### config.mk
export PLATFORM = sky130hd
export DESIGN_NAME = srx_top
export DESIGN_NICKNAME = d
export VERILOG_FILES = /design/src/inc/srx_pkg.sv /design/src/rtl/srx_cs_decode.sv /design/src/rtl/srx_lock_det.sv /design/src/rtl/srx_top.sv
export VERILOG_INCLUDE_DIRS = /design/src /design/src/inc
export SDC_FILE = /design/constraint.sdc
export NUM_CORES = 1
export LEC_CHECK = 0
export BUFFER_PORTS_ARGS = -buffer_cell sky130_fd_sc_hd__buf_2
export CORE_ASPECT_RATIO = 0.75
export CORE_MARGIN = 8
export CORE_UTILIZATION = 35
export DETAILED_ROUTE_END_ITERATION = 12
export SLEW_MARGIN = 25
export SYNTH_ARGS = -nofsm -noshare
export SYNTH_HDL_FRONTEND = slang
export SYNTH_SLANG_ARGS = --single-unit
### constraint.sdc
create_clock -name hclk -period 3.86 [get_ports hclk]
set_clock_uncertainty 0.2 [all_clocks]
set_input_delay 0.386 -clock hclk [delete_from_list [all_inputs] [get_ports hclk]]
set_output_delay 0.386 -clock hclk [all_outputs]
set_load 0.02 [all_outputs]
### src/inc/srx_cfg.svh
// Register offsets, field positions, reset values and counts of the receiver.
`ifndef SRX_CFG_SVH
`define SRX_CFG_SVH
// ==========================================================================
// Register indices; the byte address is four times the index.
`define SRX_IDX_LOCK 16'hF600
`define SRX_IDX_CTRL 16'hF601
`define SRX_IDX_DECODE 16'hF602
`define SRX_IDX_IRQ_STAT 16'hF610
`define SRX_IDX_IRQ_CLR 16'hF611
`define SRX_IDX_IRQ_EN 16'hF612
// ==========================================================================
// Reset values of the interrupt registers and the saved decode value.
`define SRX_RST_16 16'h0000
`define SRX_RST_IRQ 3'h0
// ==========================================================================
// Field positions.
`define SRX_LOCK_BIT 0
`define SRX_QUICK_BIT 3
`define SRX_HOLD_BIT 2
`define SRX_WSEL_HI 1
`define SRX_WSEL_LO 0
`define SRX_RDET_HI 9
`define SRX_RDET_LO 6
`define SRX_LDET_HI 5
`define SRX_LDET_LO 2
`define SRX_SCHEME_BIT 1
`define SRX_PACKED_BIT 0
// Interrupt status bits: lock gained, lock lost, decoded format changed.
`define SRX_IRQ_GAIN 0
`define SRX_IRQ_LOSS 1
`define SRX_IRQ_FMT 2
// ==========================================================================
// Counts.
`define SRX_LOCK_NORMAL 7'h40
`define SRX_LOCK_QUICK 7'h08
`define SRX_CS_LAST 8'hBF
`define SRX_CS_PACKED 8'h01
`define SRX_CS_WLEN0 8'h20
`define SRX_CS_WLEN3 8'h23
`endif

### src/inc/srx_pkg.sv
// Types shared by the receiver control and status logic.
package srx_pkg;
	// ==================================================================
	// Word size selection codes of the control register.
	typedef enum logic [1:0]
	{
		SRX_W24 = 2'b00,
		SRX_W20 = 2'b01,
		SRX_W16 = 2'b10,
		SRX_WAUTO = 2'b11
	} srx_wsel_t;
	// Bus data phase kinds.
	typedef enum logic [1:0]
	{
		SRX_PH_IDLE = 2'b00,
		SRX_PH_WRITE = 2'b01,
		SRX_PH_READ = 2'b10
	} srx_phase_t;
endpackage

### src/rtl/srx_cs_decode.sv
// Channel status decoder: detected word sizes and audio type.
`include "srx_cfg.svh"
module srx_cs_decode
	import srx_pkg::*;
(
	input wire logic hclk,
	input wire logic hresetn,
	input wire logic sample_stb,
	input wire logic sample_right,
	input wire logic block_start,
	input wire logic cs_bit,
	input wire logic scheme_bit,
	output logic [3:0] left_detected_size,
	output logic [3:0] right_detected_size,
	output logic packed_audio,
	output logic packed_scheme_flag
);
	// ==================================================================
	// One bit counter and capture per channel; index 0 is left.
	logic [3:0] size_q [2];
	logic [1:0] packed_q;

	genvar ch;
	generate
		for (ch = 0; ch < 2; ch++)
		begin : g_ch
			logic [7:0] pos_q;
			logic [3:0] wlen_q;
			logic pk_q;
			logic hit;

			// A sample of this channel arrived.
			assign hit = sample_stb && (sample_right == (ch == 1));

			// Walk the status block and catch the fields of interest.
			always_ff @(posedge hclk or negedge hresetn)
			begin
				if (!hresetn)
				begin
					pos_q <= 8'h00;
					wlen_q <= 4'h0;
					pk_q <= 1'b0;
					size_q[ch] <= 4'h0;
					packed_q[ch] <= 1'b0;
				end
				else if (hit)
				begin
					if (block_start || pos_q == `SRX_CS_LAST)
						pos_q <= block_start ? 8'h01 : 8'h00;
					else
						pos_q <= pos_q + 8'h01;
					if (pos_q == `SRX_CS_PACKED)
						pk_q <= cs_bit;
					if (pos_q >= `SRX_CS_WLEN0 && pos_q <= `SRX_CS_WLEN3)
						wlen_q <= {cs_bit, wlen_q[3:1]};
					// Publish once the whole block has been seen.
					if (pos_q == `SRX_CS_LAST)
					begin
						size_q[ch] <= wlen_q;
						packed_q[ch] <= pk_q;
					end
				end
			end
		end
	endgenerate

	// Register the published values; the scheme follows the left block.
	always_ff @(posedge hclk or negedge hresetn)
	begin
		if (!hresetn)
		begin
			left_detected_size <= 4'h0;
			right_detected_size <= 4'h0;
			packed_audio <= 1'b0;
			packed_scheme_flag <= 1'b0;
		end
		else
		begin
			left_detected_size <= size_q[0];
			right_detected_size <= size_q[1];
			packed_audio <= packed_q[0];
			if (sample_stb && !sample_right && block_start)
				packed_scheme_flag <= scheme_bit;
		end
	end
endmodule

### src/rtl/srx_lock_det.sv
// Lock acquisition counter of the receiver.
`include "srx_cfg.svh"
module srx_lock_det
	import srx_pkg::*;
#(
	parameter int CNT_W = 7
)
(
	input wire logic hclk,
	input wire logic hresetn,
	input wire logic sample_stb,
	input wire logic sample_ok,
	input wire logic quick_acquire_select,
	output logic locked_q,
	output logic gain_q,
	output logic loss_q
);
	// ==================================================================
	// Run length of valid samples and the threshold in force.
	logic [CNT_W-1:0] run_q;
	logic [CNT_W-1:0] need;

	// Quick mode needs eight samples, normal mode sixty-four.
	assign need = quick_acquire_select ? CNT_W'(`SRX_LOCK_QUICK)
		: CNT_W'(`SRX_LOCK_NORMAL);

	// Count consecutive valid samples; any bad sample restarts the run.
	always_ff @(posedge hclk or negedge hresetn)
	begin
		if (!hresetn)
			run_q <= '0;
		else if (sample_stb && !sample_ok)
			run_q <= '0;
		else if (sample_stb && !locked_q && run_q < need)
			run_q <= run_q + CNT_W'(1);
		else if (locked_q)
			run_q <= '0;
	end

	// Lock is declared on the run reaching the threshold and dropped on
	// the first bad sample; one-cycle event pulses mark both moments.
	always_ff @(posedge hclk or negedge hresetn)
	begin
		if (!hresetn)
		begin
			locked_q <= 1'b0;
			gain_q <= 1'b0;
			loss_q <= 1'b0;
		end
		else
		begin
			gain_q <= 1'b0;
			loss_q <= 1'b0;
			if (locked_q && sample_stb && !sample_ok)
			begin
				locked_q <= 1'b0;
				loss_q <= 1'b1;
			end
			else if (!locked_q && run_q >= need)
			begin
				locked_q <= 1'b1;
				gain_q <= 1'b1;
			end
		end
	end
endmodule

### src/rtl/srx_top.sv
// Control and status registers of the digital audio receiver.
// ==========================================================================
`include "srx_cfg.svh"
module srx_top
	import srx_pkg::*;
#(
	parameter int LOCK_CNT_W = 7
)
(
	input wire logic hclk,
	input wire logic hresetn,
	input wire logic hsel,
	input wire logic [31:0] haddr,
	input wire logic [1:0] htrans,
	input wire logic hwrite,
	input wire logic [2:0] hsize,
	input wire logic [31:0] hwdata,
	input wire logic hready,
	output logic [31:0] hrdata,
	output logic hreadyout,
	output logic hresp,
	input wire logic rx_sample_stb,
	input wire logic rx_sample_ok,
	input wire logic rx_sample_right,
	input wire logic rx_block_start,
	input wire logic rx_cs_bit,
	input wire logic rx_scheme_bit,
	input wire logic [23:0] rx_audio,
	input wire logic rx_frame_clk,
	output logic [23:0] audio_out,
	output logic audio_out_stb,
	output logic audio_out_right,
	output logic frame_clk_out,
	output logic irq
);
	// ==================================================================
	// Bus phase tracking.
	srx_phase_t phase_q;
	logic [15:0] idx_q;
	logic take;
	logic [15:0] req_idx;

	// Control register fields.
	logic quick_acquire_select;
	logic frame_clock_hold_policy;
	srx_wsel_t word_size_select;

	// Lock and decode results.
	logic locked;
	logic gain_ev;
	logic loss_ev;
	logic [3:0] left_detected_size;
	logic [3:0] right_detected_size;
	logic packed_audio;
	logic packed_scheme_flag;
	logic [15:0] decode_val;
	logic [15:0] decode_prev_q;

	// Interrupt registers.
	logic [2:0] irq_stat_q;
	logic [2:0] irq_en_q;
	logic [2:0] irq_set;
	logic [2:0] irq_clr;

	// Audio path.
	logic [4:0] eff_len;
	logic [23:0] keep_mask;

	// ==================================================================
	// Bus slave.
	// A transfer is taken when selected, active and the bus is ready.
	assign take = hsel && htrans[1] && hready && hreadyout;
	assign req_idx = haddr[17:2];

	// Capture the address phase; reads insert one wait cycle so that a
	// write just before them is already visible.
	always_ff @(posedge hclk or negedge hresetn)
	begin
		if (!hresetn)
		begin
			phase_q <= SRX_PH_IDLE;
			idx_q <= 16'h0000;
			hreadyout <= 1'b1;
		end
		else if (take)
		begin
			// Bits above the index or a misaligned address never match.
			if (haddr[31:18] != 14'h0000 || haddr[1:0] != 2'b00)
				idx_q <= 16'h0000;
			else
				idx_q <= req_idx;
			phase_q <= hwrite ? SRX_PH_WRITE : SRX_PH_READ;
			hreadyout <= hwrite;
		end
		else if (phase_q == SRX_PH_READ)
		begin
			phase_q <= SRX_PH_IDLE;
			hreadyout <= 1'b1;
		end
		else
		begin
			phase_q <= SRX_PH_IDLE;
			hreadyout <= 1'b1;
		end
	end

	// The response is always OKAY.
	always_ff @(posedge hclk or negedge hresetn)
	begin
		if (!hresetn)
			hresp <= 1'b0;
		else
			hresp <= 1'b0;
	end

	// Read data come from a register loaded during the wait cycle.
	// Unmapped addresses and the write-only clear register read zero.
	always_ff @(posedge hclk or negedge hresetn)
	begin
		if (!hresetn)
			hrdata <= 32'h0000_0000;
		else if (phase_q == SRX_PH_READ && !hreadyout)
		begin
			hrdata <= 32'h0000_0000;
			if (idx_q == `SRX_IDX_LOCK)
				hrdata[`SRX_LOCK_BIT] <= locked;
			else if (idx_q == `SRX_IDX_CTRL)
			begin
				hrdata[`SRX_QUICK_BIT] <= quick_acquire_select;
				hrdata[`SRX_HOLD_BIT] <= frame_clock_hold_policy;
				hrdata[`SRX_WSEL_HI:`SRX_WSEL_LO] <= word_size_select;
			end
			else if (idx_q == `SRX_IDX_DECODE)
				hrdata[15:0] <= decode_val;
			else if (idx_q == `SRX_IDX_IRQ_STAT)
				hrdata[2:0] <= irq_stat_q;
			else if (idx_q == `SRX_IDX_IRQ_EN)
				hrdata[2:0] <= irq_en_q;
		end
	end

	// ==================================================================
	// Control register; the reserved bits are not stored and read zero.
	always_ff @(posedge hclk or negedge hresetn)
	begin
		if (!hresetn)
		begin
			// Normal lock, strong output and 24-bit words after reset.
			quick_acquire_select <= 1'b0;
			frame_clock_hold_policy <= 1'b0;
			word_size_select <= SRX_W24;
		end
		else if (phase_q == SRX_PH_WRITE && idx_q == `SRX_IDX_CTRL)
		begin
			quick_acquire_select <= hwdata[`SRX_QUICK_BIT];
			frame_clock_hold_policy <= hwdata[`SRX_HOLD_BIT];
			word_size_select <=
				srx_wsel_t'(hwdata[`SRX_WSEL_HI:`SRX_WSEL_LO]);
		end
	end

	// ==================================================================
	// Lock detection and channel status decode.
	srx_lock_det #(
		.CNT_W(LOCK_CNT_W)
	) u_lock (
		.hclk(hclk),
		.hresetn(hresetn),
		.sample_stb(rx_sample_stb),
		.sample_ok(rx_sample_ok),
		.quick_acquire_select(quick_acquire_select),
		.locked_q(locked),
		.gain_q(gain_ev),
		.loss_q(loss_ev)
	);

	srx_cs_decode u_dec (
		.hclk(hclk),
		.hresetn(hresetn),
		.sample_stb(rx_sample_stb),
		.sample_right(rx_sample_right),
		.block_start(rx_block_start),
		.cs_bit(rx_cs_bit),
		.scheme_bit(rx_scheme_bit),
		.left_detected_size(left_detected_size),
		.right_detected_size(right_detected_size),
		.packed_audio(packed_audio),
		.packed_scheme_flag(packed_scheme_flag)
	);

	// Decode register layout; the reserved upper bits read zero.
	assign decode_val = {6'h00, right_detected_size,
		left_detected_size, packed_scheme_flag, packed_audio};

	// ==================================================================
	// Interrupts.
	// Keep the previous decode value to see a change of format.
	always_ff @(posedge hclk or negedge hresetn)
	begin
		if (!hresetn)
			decode_prev_q <= `SRX_RST_16;
		else
			decode_prev_q <= decode_val;
	end

	// Events and the clear strobe of a write to the clear register.
	always_comb
	begin
		irq_set = 3'h0;
		irq_set[`SRX_IRQ_GAIN] = gain_ev;
		irq_set[`SRX_IRQ_LOSS] = loss_ev;
		irq_set[`SRX_IRQ_FMT] = decode_val != decode_prev_q;
		irq_clr = 3'h0;
		if (phase_q == SRX_PH_WRITE && idx_q == `SRX_IDX_IRQ_CLR)
			irq_clr = hwdata[2:0];
	end

	// Sticky status: a new event wins over a clear in the same cycle.
	always_ff @(posedge hclk or negedge hresetn)
	begin
		if (!hresetn)
			irq_stat_q <= `SRX_RST_IRQ;
		else
			irq_stat_q <= (irq_stat_q & ~irq_clr) | irq_set;
	end

	// Enable register.
	always_ff @(posedge hclk or negedge hresetn)
	begin
		if (!hresetn)
			irq_en_q <= `SRX_RST_IRQ;
		else if (phase_q == SRX_PH_WRITE && idx_q == `SRX_IDX_IRQ_EN)
			irq_en_q <= hwdata[2:0];
	end

	// Level interrupt while any enabled status bit is set.
	always_ff @(posedge hclk or negedge hresetn)
	begin
		if (!hresetn)
			irq <= 1'b0;
		else
			irq <= |(((irq_stat_q & ~irq_clr) | irq_set) & irq_en_q);
	end

	// ==================================================================
	// Audio path.
	// Effective word length; automatic mode follows the left channel
	// code, whose low bit tells a 24-bit maximum from a 20-bit one.
	always_comb
	begin
		eff_len = 5'd24;
		unique case (word_size_select)
			SRX_W24: eff_len = 5'd24;
			SRX_W20: eff_len = 5'd20;
			SRX_W16: eff_len = 5'd16;
			SRX_WAUTO:
			begin
				unique case (left_detected_size[3:1])
					3'b001: eff_len = left_detected_size[0] ? 5'd20 : 5'd16;
					3'b110: eff_len = left_detected_size[0] ? 5'd21 : 5'd17;
					3'b010: eff_len = left_detected_size[0] ? 5'd22 : 5'd18;
					3'b100: eff_len = left_detected_size[0] ? 5'd23 : 5'd19;
					3'b101: eff_len = left_detected_size[0] ? 5'd24 : 5'd20;
					default: eff_len = 5'd24;
				endcase
			end
		endcase
		keep_mask = ~(24'hFFFFFF >> eff_len);
	end

	// Audio words pass truncated to the chosen length and are muted
	// whenever lock is missing.
	always_ff @(posedge hclk or negedge hresetn)
	begin
		if (!hresetn)
		begin
			audio_out <= 24'h000000;
			audio_out_stb <= 1'b0;
			audio_out_right <= 1'b0;
		end
		else
		begin
			audio_out_stb <= rx_sample_stb;
			audio_out_right <= rx_sample_right;
			if (rx_sample_stb)
			begin
				if (locked && !(rx_sample_ok == 1'b0))
					audio_out <= rx_audio & keep_mask;
				else
					audio_out <= 24'h000000;
			end
		end
	end

	// Frame clock: strong policy always passes it on, weak policy stops
	// it at once while lock is missing or the current sample is bad.
	always_ff @(posedge hclk or negedge hresetn)
	begin
		if (!hresetn)
			frame_clk_out <= 1'b0;
		else if (!frame_clock_hold_policy)
			frame_clk_out <= rx_frame_clk;
		else if (!locked || (rx_sample_stb && !rx_sample_ok))
			frame_clk_out <= 1'b0;
		else
			frame_clk_out <= rx_frame_clk;
	end
endmodule

== After elaboration in Yosys (flattened, before gate mapping) ==
Cells that the tools add are included.
Cells by class
  add/sub/neg operators: 3
  magnitude comparators: 6
  equality and inequality tests: 20
  shifts and indexed selects: 1
  multiplexer cells: 35
  bitwise operators: 7
  reduce and logical (&&, ||, !) cells: 39
Operators with widths (count)
  == test 16 bit (second input constant): 6
  2-to-1 mux 7 bit: 5
  AND 24 bit: 1
  2-to-1 mux 24 bit: 1
  2-to-1 mux 3 bit: 8
  inverter 24 bit: 1
  >> shifter 24 x 5 -> 24 bit (first input constant): 1
  logical AND 1 bit: 20
  one-hot mux 4 bit (5 select lines): 1
  one-hot mux 5 bit (4 select lines): 1
  adder 8 x 1 -> 8 bit (second input constant): 2
  == test 8 bit (second input constant): 2
  greater-or-equal comparator 8 x 6 -> 1 bit (second input constant): 2
  <= comparator 8 x 6 -> 1 bit (second input constant): 2
  2-to-1 mux 16 bit: 1
  2-to-1 mux 8 bit: 2
  2-to-1 mux 15 bit: 1
  nonzero test 14 bit: 1
  2-to-1 mux 1 bit: 10
  inequality test 10 bit: 1
  AND reduction 2 bit: 5
  == test 3 bit (second input constant): 3
  == test 8 x 1 -> 1 bit (second input constant): 1
  2-to-1 mux 4 bit: 2
  other kinds (19): 31
Storage, ports and cells
  flip-flop bits (word level): 137
  input port bits: 105
  output and inout port bits: 62
  word-level logic and storage cells: 142

== Depth between registers and ports, before layout ==
  word-level depth: 8
  gate-level depth with buffers: 7
  gate-level depth less buffers: 7

== By module ==
A second synthesis with hierarchy kept.
Unflattened totals
  cells, all modules: 521
  area, all modules: 6043.3 um2
By module, submodules not included
  srx_top: instances 1, cells an instance 288, area an instance 3439.5 um2, sequential area each 1928.1 um2
  srx_cs_decode: instances 1, cells an instance 167, area an instance 1984.4 um2, sequential area each 1101.1 um2
  srx_lock_det: instances 1, cells an instance 66, area an instance 619.3 um2, sequential area each 250.2 um2

== Least setup slack after synthesis ==
OpenSTA, ideal clock, no wires.
  kind: register -> register
  start point: register u_lock.run_q[3]
  end point: register u_lock.run_q[6]
  library setup time: 0.124 ns
  arrival: 1.645 ns
  data required time: 3.536 ns
  path slack: 1.891 ns
  cell stages (with the launch flop): 8
  buffers on the path: 0
  clock period less this slack: 1.969 ns
  path through: dfrtp_1 > inv_1 > ha_1 > or3b_4 > a211oi_4 > nand4_1 > xor2_1 > nor2_1
On the way
  cells in the longest elaborated chain, start to end: 4
  elaborated cells on any way between the ends: 6
  classes of those cells: 1 x add/sub; 1 x order compare; 2 x mux; 2 x reduce/logical
RTL lines
  start, declared: RTL line srx_lock_det.sv:20  | logic [CNT_W-1:0] run_q;
  start signal, assigned: RTL line srx_lock_det.sv:35  | run_q <= run_q + CNT_W'(1);
  < comparator 7 bit: RTL line srx_lock_det.sv:34  | else if (sample_stb && !locked_q && run_q < need)
  logical AND 1 bit: RTL line srx_lock_det.sv:34
  2-to-1 mux 7 bit: RTL line srx_lock_det.sv:34
  2-to-1 mux 7 bit: RTL line srx_lock_det.sv:32  | else if (sample_stb && !sample_ok)
Parallel ways exist; a longest one is shown, timed or not.
A chain may end at the register's enable or synchronous reset.

== Final worst setup path ==
  start point: input rx_sample_stb
  end point: register u_lock.run_q[5]
On the way
  cells in the longest elaborated chain, start to end: 4
  elaborated cells on any way between the ends: 6
  classes of those cells: 2 x mux; 4 x reduce/logical
RTL lines
  start, declared: RTL line srx_top.sv:22  | input wire logic rx_sample_stb,
  logical AND 1 bit (2 in series): RTL line srx_lock_det.sv:34
  2-to-1 mux 7 bit: RTL line srx_lock_det.sv:34
  2-to-1 mux 7 bit: RTL line srx_lock_det.sv:32
Parallel ways exist; a longest one is shown, timed or not.

==> results <==
- The run finished with clean final reports.
- The worst pin sits at a relative slew slack of 0.3519.
- The critical path is of the in2reg type.
- The highest-delay cell along the critical path is sky130_fd_sc_hd__clkinv_1.
- The worst-case vdd ir drop is 0.3107 mV.
- The count of nets left with antenna violations after detail routing is 0.
- Derived from the worst setup path, the maximum achievable clock frequency is 0.3559 GHz.
- The number of nets in the final layout is 735.
- The clock tree root buffer cell is sky130_fd_sc_hd__clkbuf_16.
- Yosys printed 0 warnings.
- Summed over all cells, the static leakage comes to 3.602 nW.
- After the first detailed-routing iteration, the DRC count stood at 244.
- Of all nets on the critical path, the largest fanout is 26.
- The final critical path time including I/O delays and setup is 2810 ps.
- Dividing the final minimum period by the clock period gives 0.7280.
- The initial antenna violation count is 0.
- The commonest cells after synthesis are sky130_fd_sc_hd__dfrtp_1, sky130_fd_sc_hd__a22o_1, sky130_fd_sc_hd__nor2_1, sky130_fd_sc_hd__mux2_2.
- The final cell count without fillers is 844.
- Measured on the finished design, the core utilization comes to 0.4577.
- The cell depth of the worst hold path is 2.
- The endpoint identified for the worst register-to-register timing path is u_dec.size_q[4].
- Dividing the detail-routed wire length by the instance count gives 15.93 µm.
- Summing every instance area after synthesis gives 5712 µm².
- The sort of element at the end of the critical path is a register.
- After synthesis, the netlist uses 55 different library cells.
- The share of synthesized area in the top cell type comes to 0.5696.
- For this run, design rule violations remaining after detail routing come to 0.
- 167 I/O pins were placed.
- The part of the Yosys area used for sequential elements is 0.5742.
- The quantity of gates resized following cts is 0.
- The power density relative to cell area is 458.9 nW/µm².
- The synthesized design contains 0 enable-type register cells.
- The clock reaches the later pin of the worst-skew pair after 410 ps.
- Setup violations remaining at the end of the flow were counted as 0.
- The register clock-pin slew on the reported worst setup and hold paths is 60 ps.
- The half-perimeter wire length after detailed placement is 9473 µm.
- Counting tap cells, the placed design contains a total of 775 instances.
- The final route contains 4159 vias.
- The die outline area is 20710 µm².
- The global route total overflow is 0.
- The clock tree from TritonCTS is built.
- Counting every instance in the synthesized netlist gives 471.
- The overall die width is 163.5 µm.
- The floorplan core area is 16020 µm².
- The number of port buffers is 111.
- The longest clock path from root to sink contains 2 buffers.
- Summed over all layers, the routed wires come to 13450 µm.
- The signal on the critical path passes through dlygate4sd3_1 > buf_2 > clkinv_1 > a211oi_4 > nand4_1 > xor2_1 > nor2_1.
- The startpoint of the lowest-slack register-to-register path is u_dec.g_ch[0].pos_q[0].
- Among all flip-flop cells after synthesis, the most frequent one is sky130_fd_sc_hd__dfrtp_1.
- Entering global routing, the biggest net connects 77 pins.
- The initial cell density of the core is 0.3566.
- The stage delay of the slowest cell on the critical path is 750 ps.
- The worst hold path begins at rx_audio[13].
- After detailed routing, the number of vias per cell comes to 4.928.
- The required time at the endpoint of the critical path is 3950 ps.
- The proportion of layout cells with a drive suffix above 1 is 0.2918.
- The number of global-route vias before repair is 4255.
- The total negative slack for setup checks is 0 ps.
- The H-tree depth reported by CTS is 4.
- In this run the worst setup path begins at rx_sample_stb.
- The number of sinks handled by clock tree synthesis is 131.
- The first-pass GRT wire length is 21820 µm.
- The standard-cell row count is 40.
- The most critical setup path has its endpoint at u_lock.run_q[5].
- 0 antenna diodes ended up in the layout.
- The sort of element at the start of the critical path is an input port.
- Max-cap violations in this run came to 0.
- Setup repair after global routing left no endpoint under its margin.
- From synthesis to final layout, the design area changed by 28.35%.
- The final hold violation count is 0.
- The reg2reg setup slack is 1570 ps.
- The top cell type by total area after synthesis is sky130_fd_sc_hd__dfrtp_1.
- The fraction of registers with async set or reset after synthesis is 1.000.
- The first TritonRoute pass finished after 5 iterations.
- The data arrival at the endpoint of the critical path is 2900 ps.
- The number of max-slew violations in the final report came to 0.
- The worst hold path belongs to the class in2reg.
- Clock tree synthesis inserted a total of 17 buffers.
- Sorting the synthesized cells by area gives the leading types as sky130_fd_sc_hd__dfrtp_1, sky130_fd_sc_hd__a22o_1, sky130_fd_sc_hd__mux2_2.
- Yosys instantiated no cell more often than sky130_fd_sc_hd__dfrtp_1.
- The all-layer global routing usage is 0.1323.
- The synthesis-stage register bit count is 131.
- The die extent in y is 126.6 µm.
- In this run the mean area of a mapped cell was 12.13 µm².
- At the pin with the least slew margin, the transition time is 966.9 ps.
- The placer congestion estimate is 0.8162.
- The number of cells on the worst reg-to-reg path is 4.
-- routing by layer --
layer	part of all wire	track usage
met5	0	0
met4	0.0086	0.04480
met3	0.082	0.04169
met1	0.45	0.1693
met2	0.46	0.2085
-- sequential cells by signal, indices dropped and copies added (netlist names), 2 cells and up --
register	count
audio_out	24
decode_prev_q	10
hrdata	10
idx_q	16
irq_en_q	3
irq_stat_q	3
phase_q	2
u_dec.g_ch.pos_q	16
u_dec.g_ch.wlen_q	8
u_dec.left_detected_size	4
u_dec.right_detected_size	4
u_dec.size_q	8
u_lock.run_q	7
word_size_select	2
-- through the flow --
stage / hold slack, ps / area (µm²) / setup slack [ps] / power (mW)
3_5_place_dp: 163.8 / 6399 / 1120 / 1.847
4_1_cts: 1.024 / 7321 / 1053 / 3.415
5_1_grt: 2.650 / 7331 / 791.9 / 3.518
6_report: 17.86 / 7331 / 1050 / 3.364
2_1_floorplan: -109.6 / 5794 / 1891 / 1.721
3_3_place_gp: 159.3 / 6399 / 1232 / 1.834
-- critical path: cells and delay by family --
| kind | cells | cell delay, ps |
|---|---|---|
| buffers and inverters | 3 | 1480 |
| AO/OA/AOI/OAI | 1 | 650 |
| AND/OR/NAND/NOR | 2 | 220 |
| XOR/XNOR | 1 | 160 |
-- cell usage in the layout (no fill, tap or decap), drive strengths merged, types with 3 or more instances in the layout --
master       instances
a32o                 8
dfrtp              130
nand2b               5
o31ai                3
nand3b               6
nor3                 9
buf                114
a31oi                3
clkinvlp             3
xor2                18
nor2b                3
clkbuf              19
clkinv               8
nand4                9
mux2                29
nor2                32
o211ai               4
nand3               10
a22o                41
nand2               23
xnor2                9
nand4b               4
inv                 15
ha                   9
o21ai               13
a21oi                7
conb                23
nor4                 8
dlygate4sd3         37
-- worst min-delay path by stage --
stage                                  end  slack (ps)
6_report                     audio_out[13]          20
5_1_grt                      audio_out[21]           3
4_1_cts                      audio_out[21]           1
3_5_place_dp   u_dec.left_detected_size[0]         160
3_3_place_gp   u_dec.left_detected_size[0]         160
2_1_floorplan                 audio_out[0]        -110
-- cell families after synthesis --
group                    Yosys count  synth area share
multiplexers                      30           0.05893
AND/OR/NAND/NOR                  124            0.1231
buffers and inverters             56           0.05323
XOR/XNOR                          27           0.04140
other                              1         0.0006565
AO/OA/AOI/OAI                     93            0.1288
adder cells (fa/ha/maj)            9           0.01972
flip-flops                       131            0.5742
-- layout make-up --
| class | instances | area (µm²) |
|---|---|---|
| Clock inverter | 13 | 108.9 |
| Multi-Input combinational cell | 306 | 2211 |
| Timing Repair Buffer | 151 | 963.4 |
| Fill cell | 1500 | 8685 |
| Clock buffer | 19 | 452.9 |
| Tap cell | 210 | 262.8 |
| Sequential cell | 131 | 3279 |
| Inverter | 14 | 52.55 |
-- power by group --
group,leakage (nW),internal [mW],switching (mW)
clock network,0.275,0.916,0.600
registers,1.76,1.44,0.0635
logic,1.56,0.146,0.196
-- repair_timing --
| action | CTS | global route |
|---|---|---|
| buffers inserted | 0 | 0 |
| endpoints found under the hold margin | 91 | 1 |
| hold buffers | 36 | 1 |
Power figures use the tool's default switching activity.
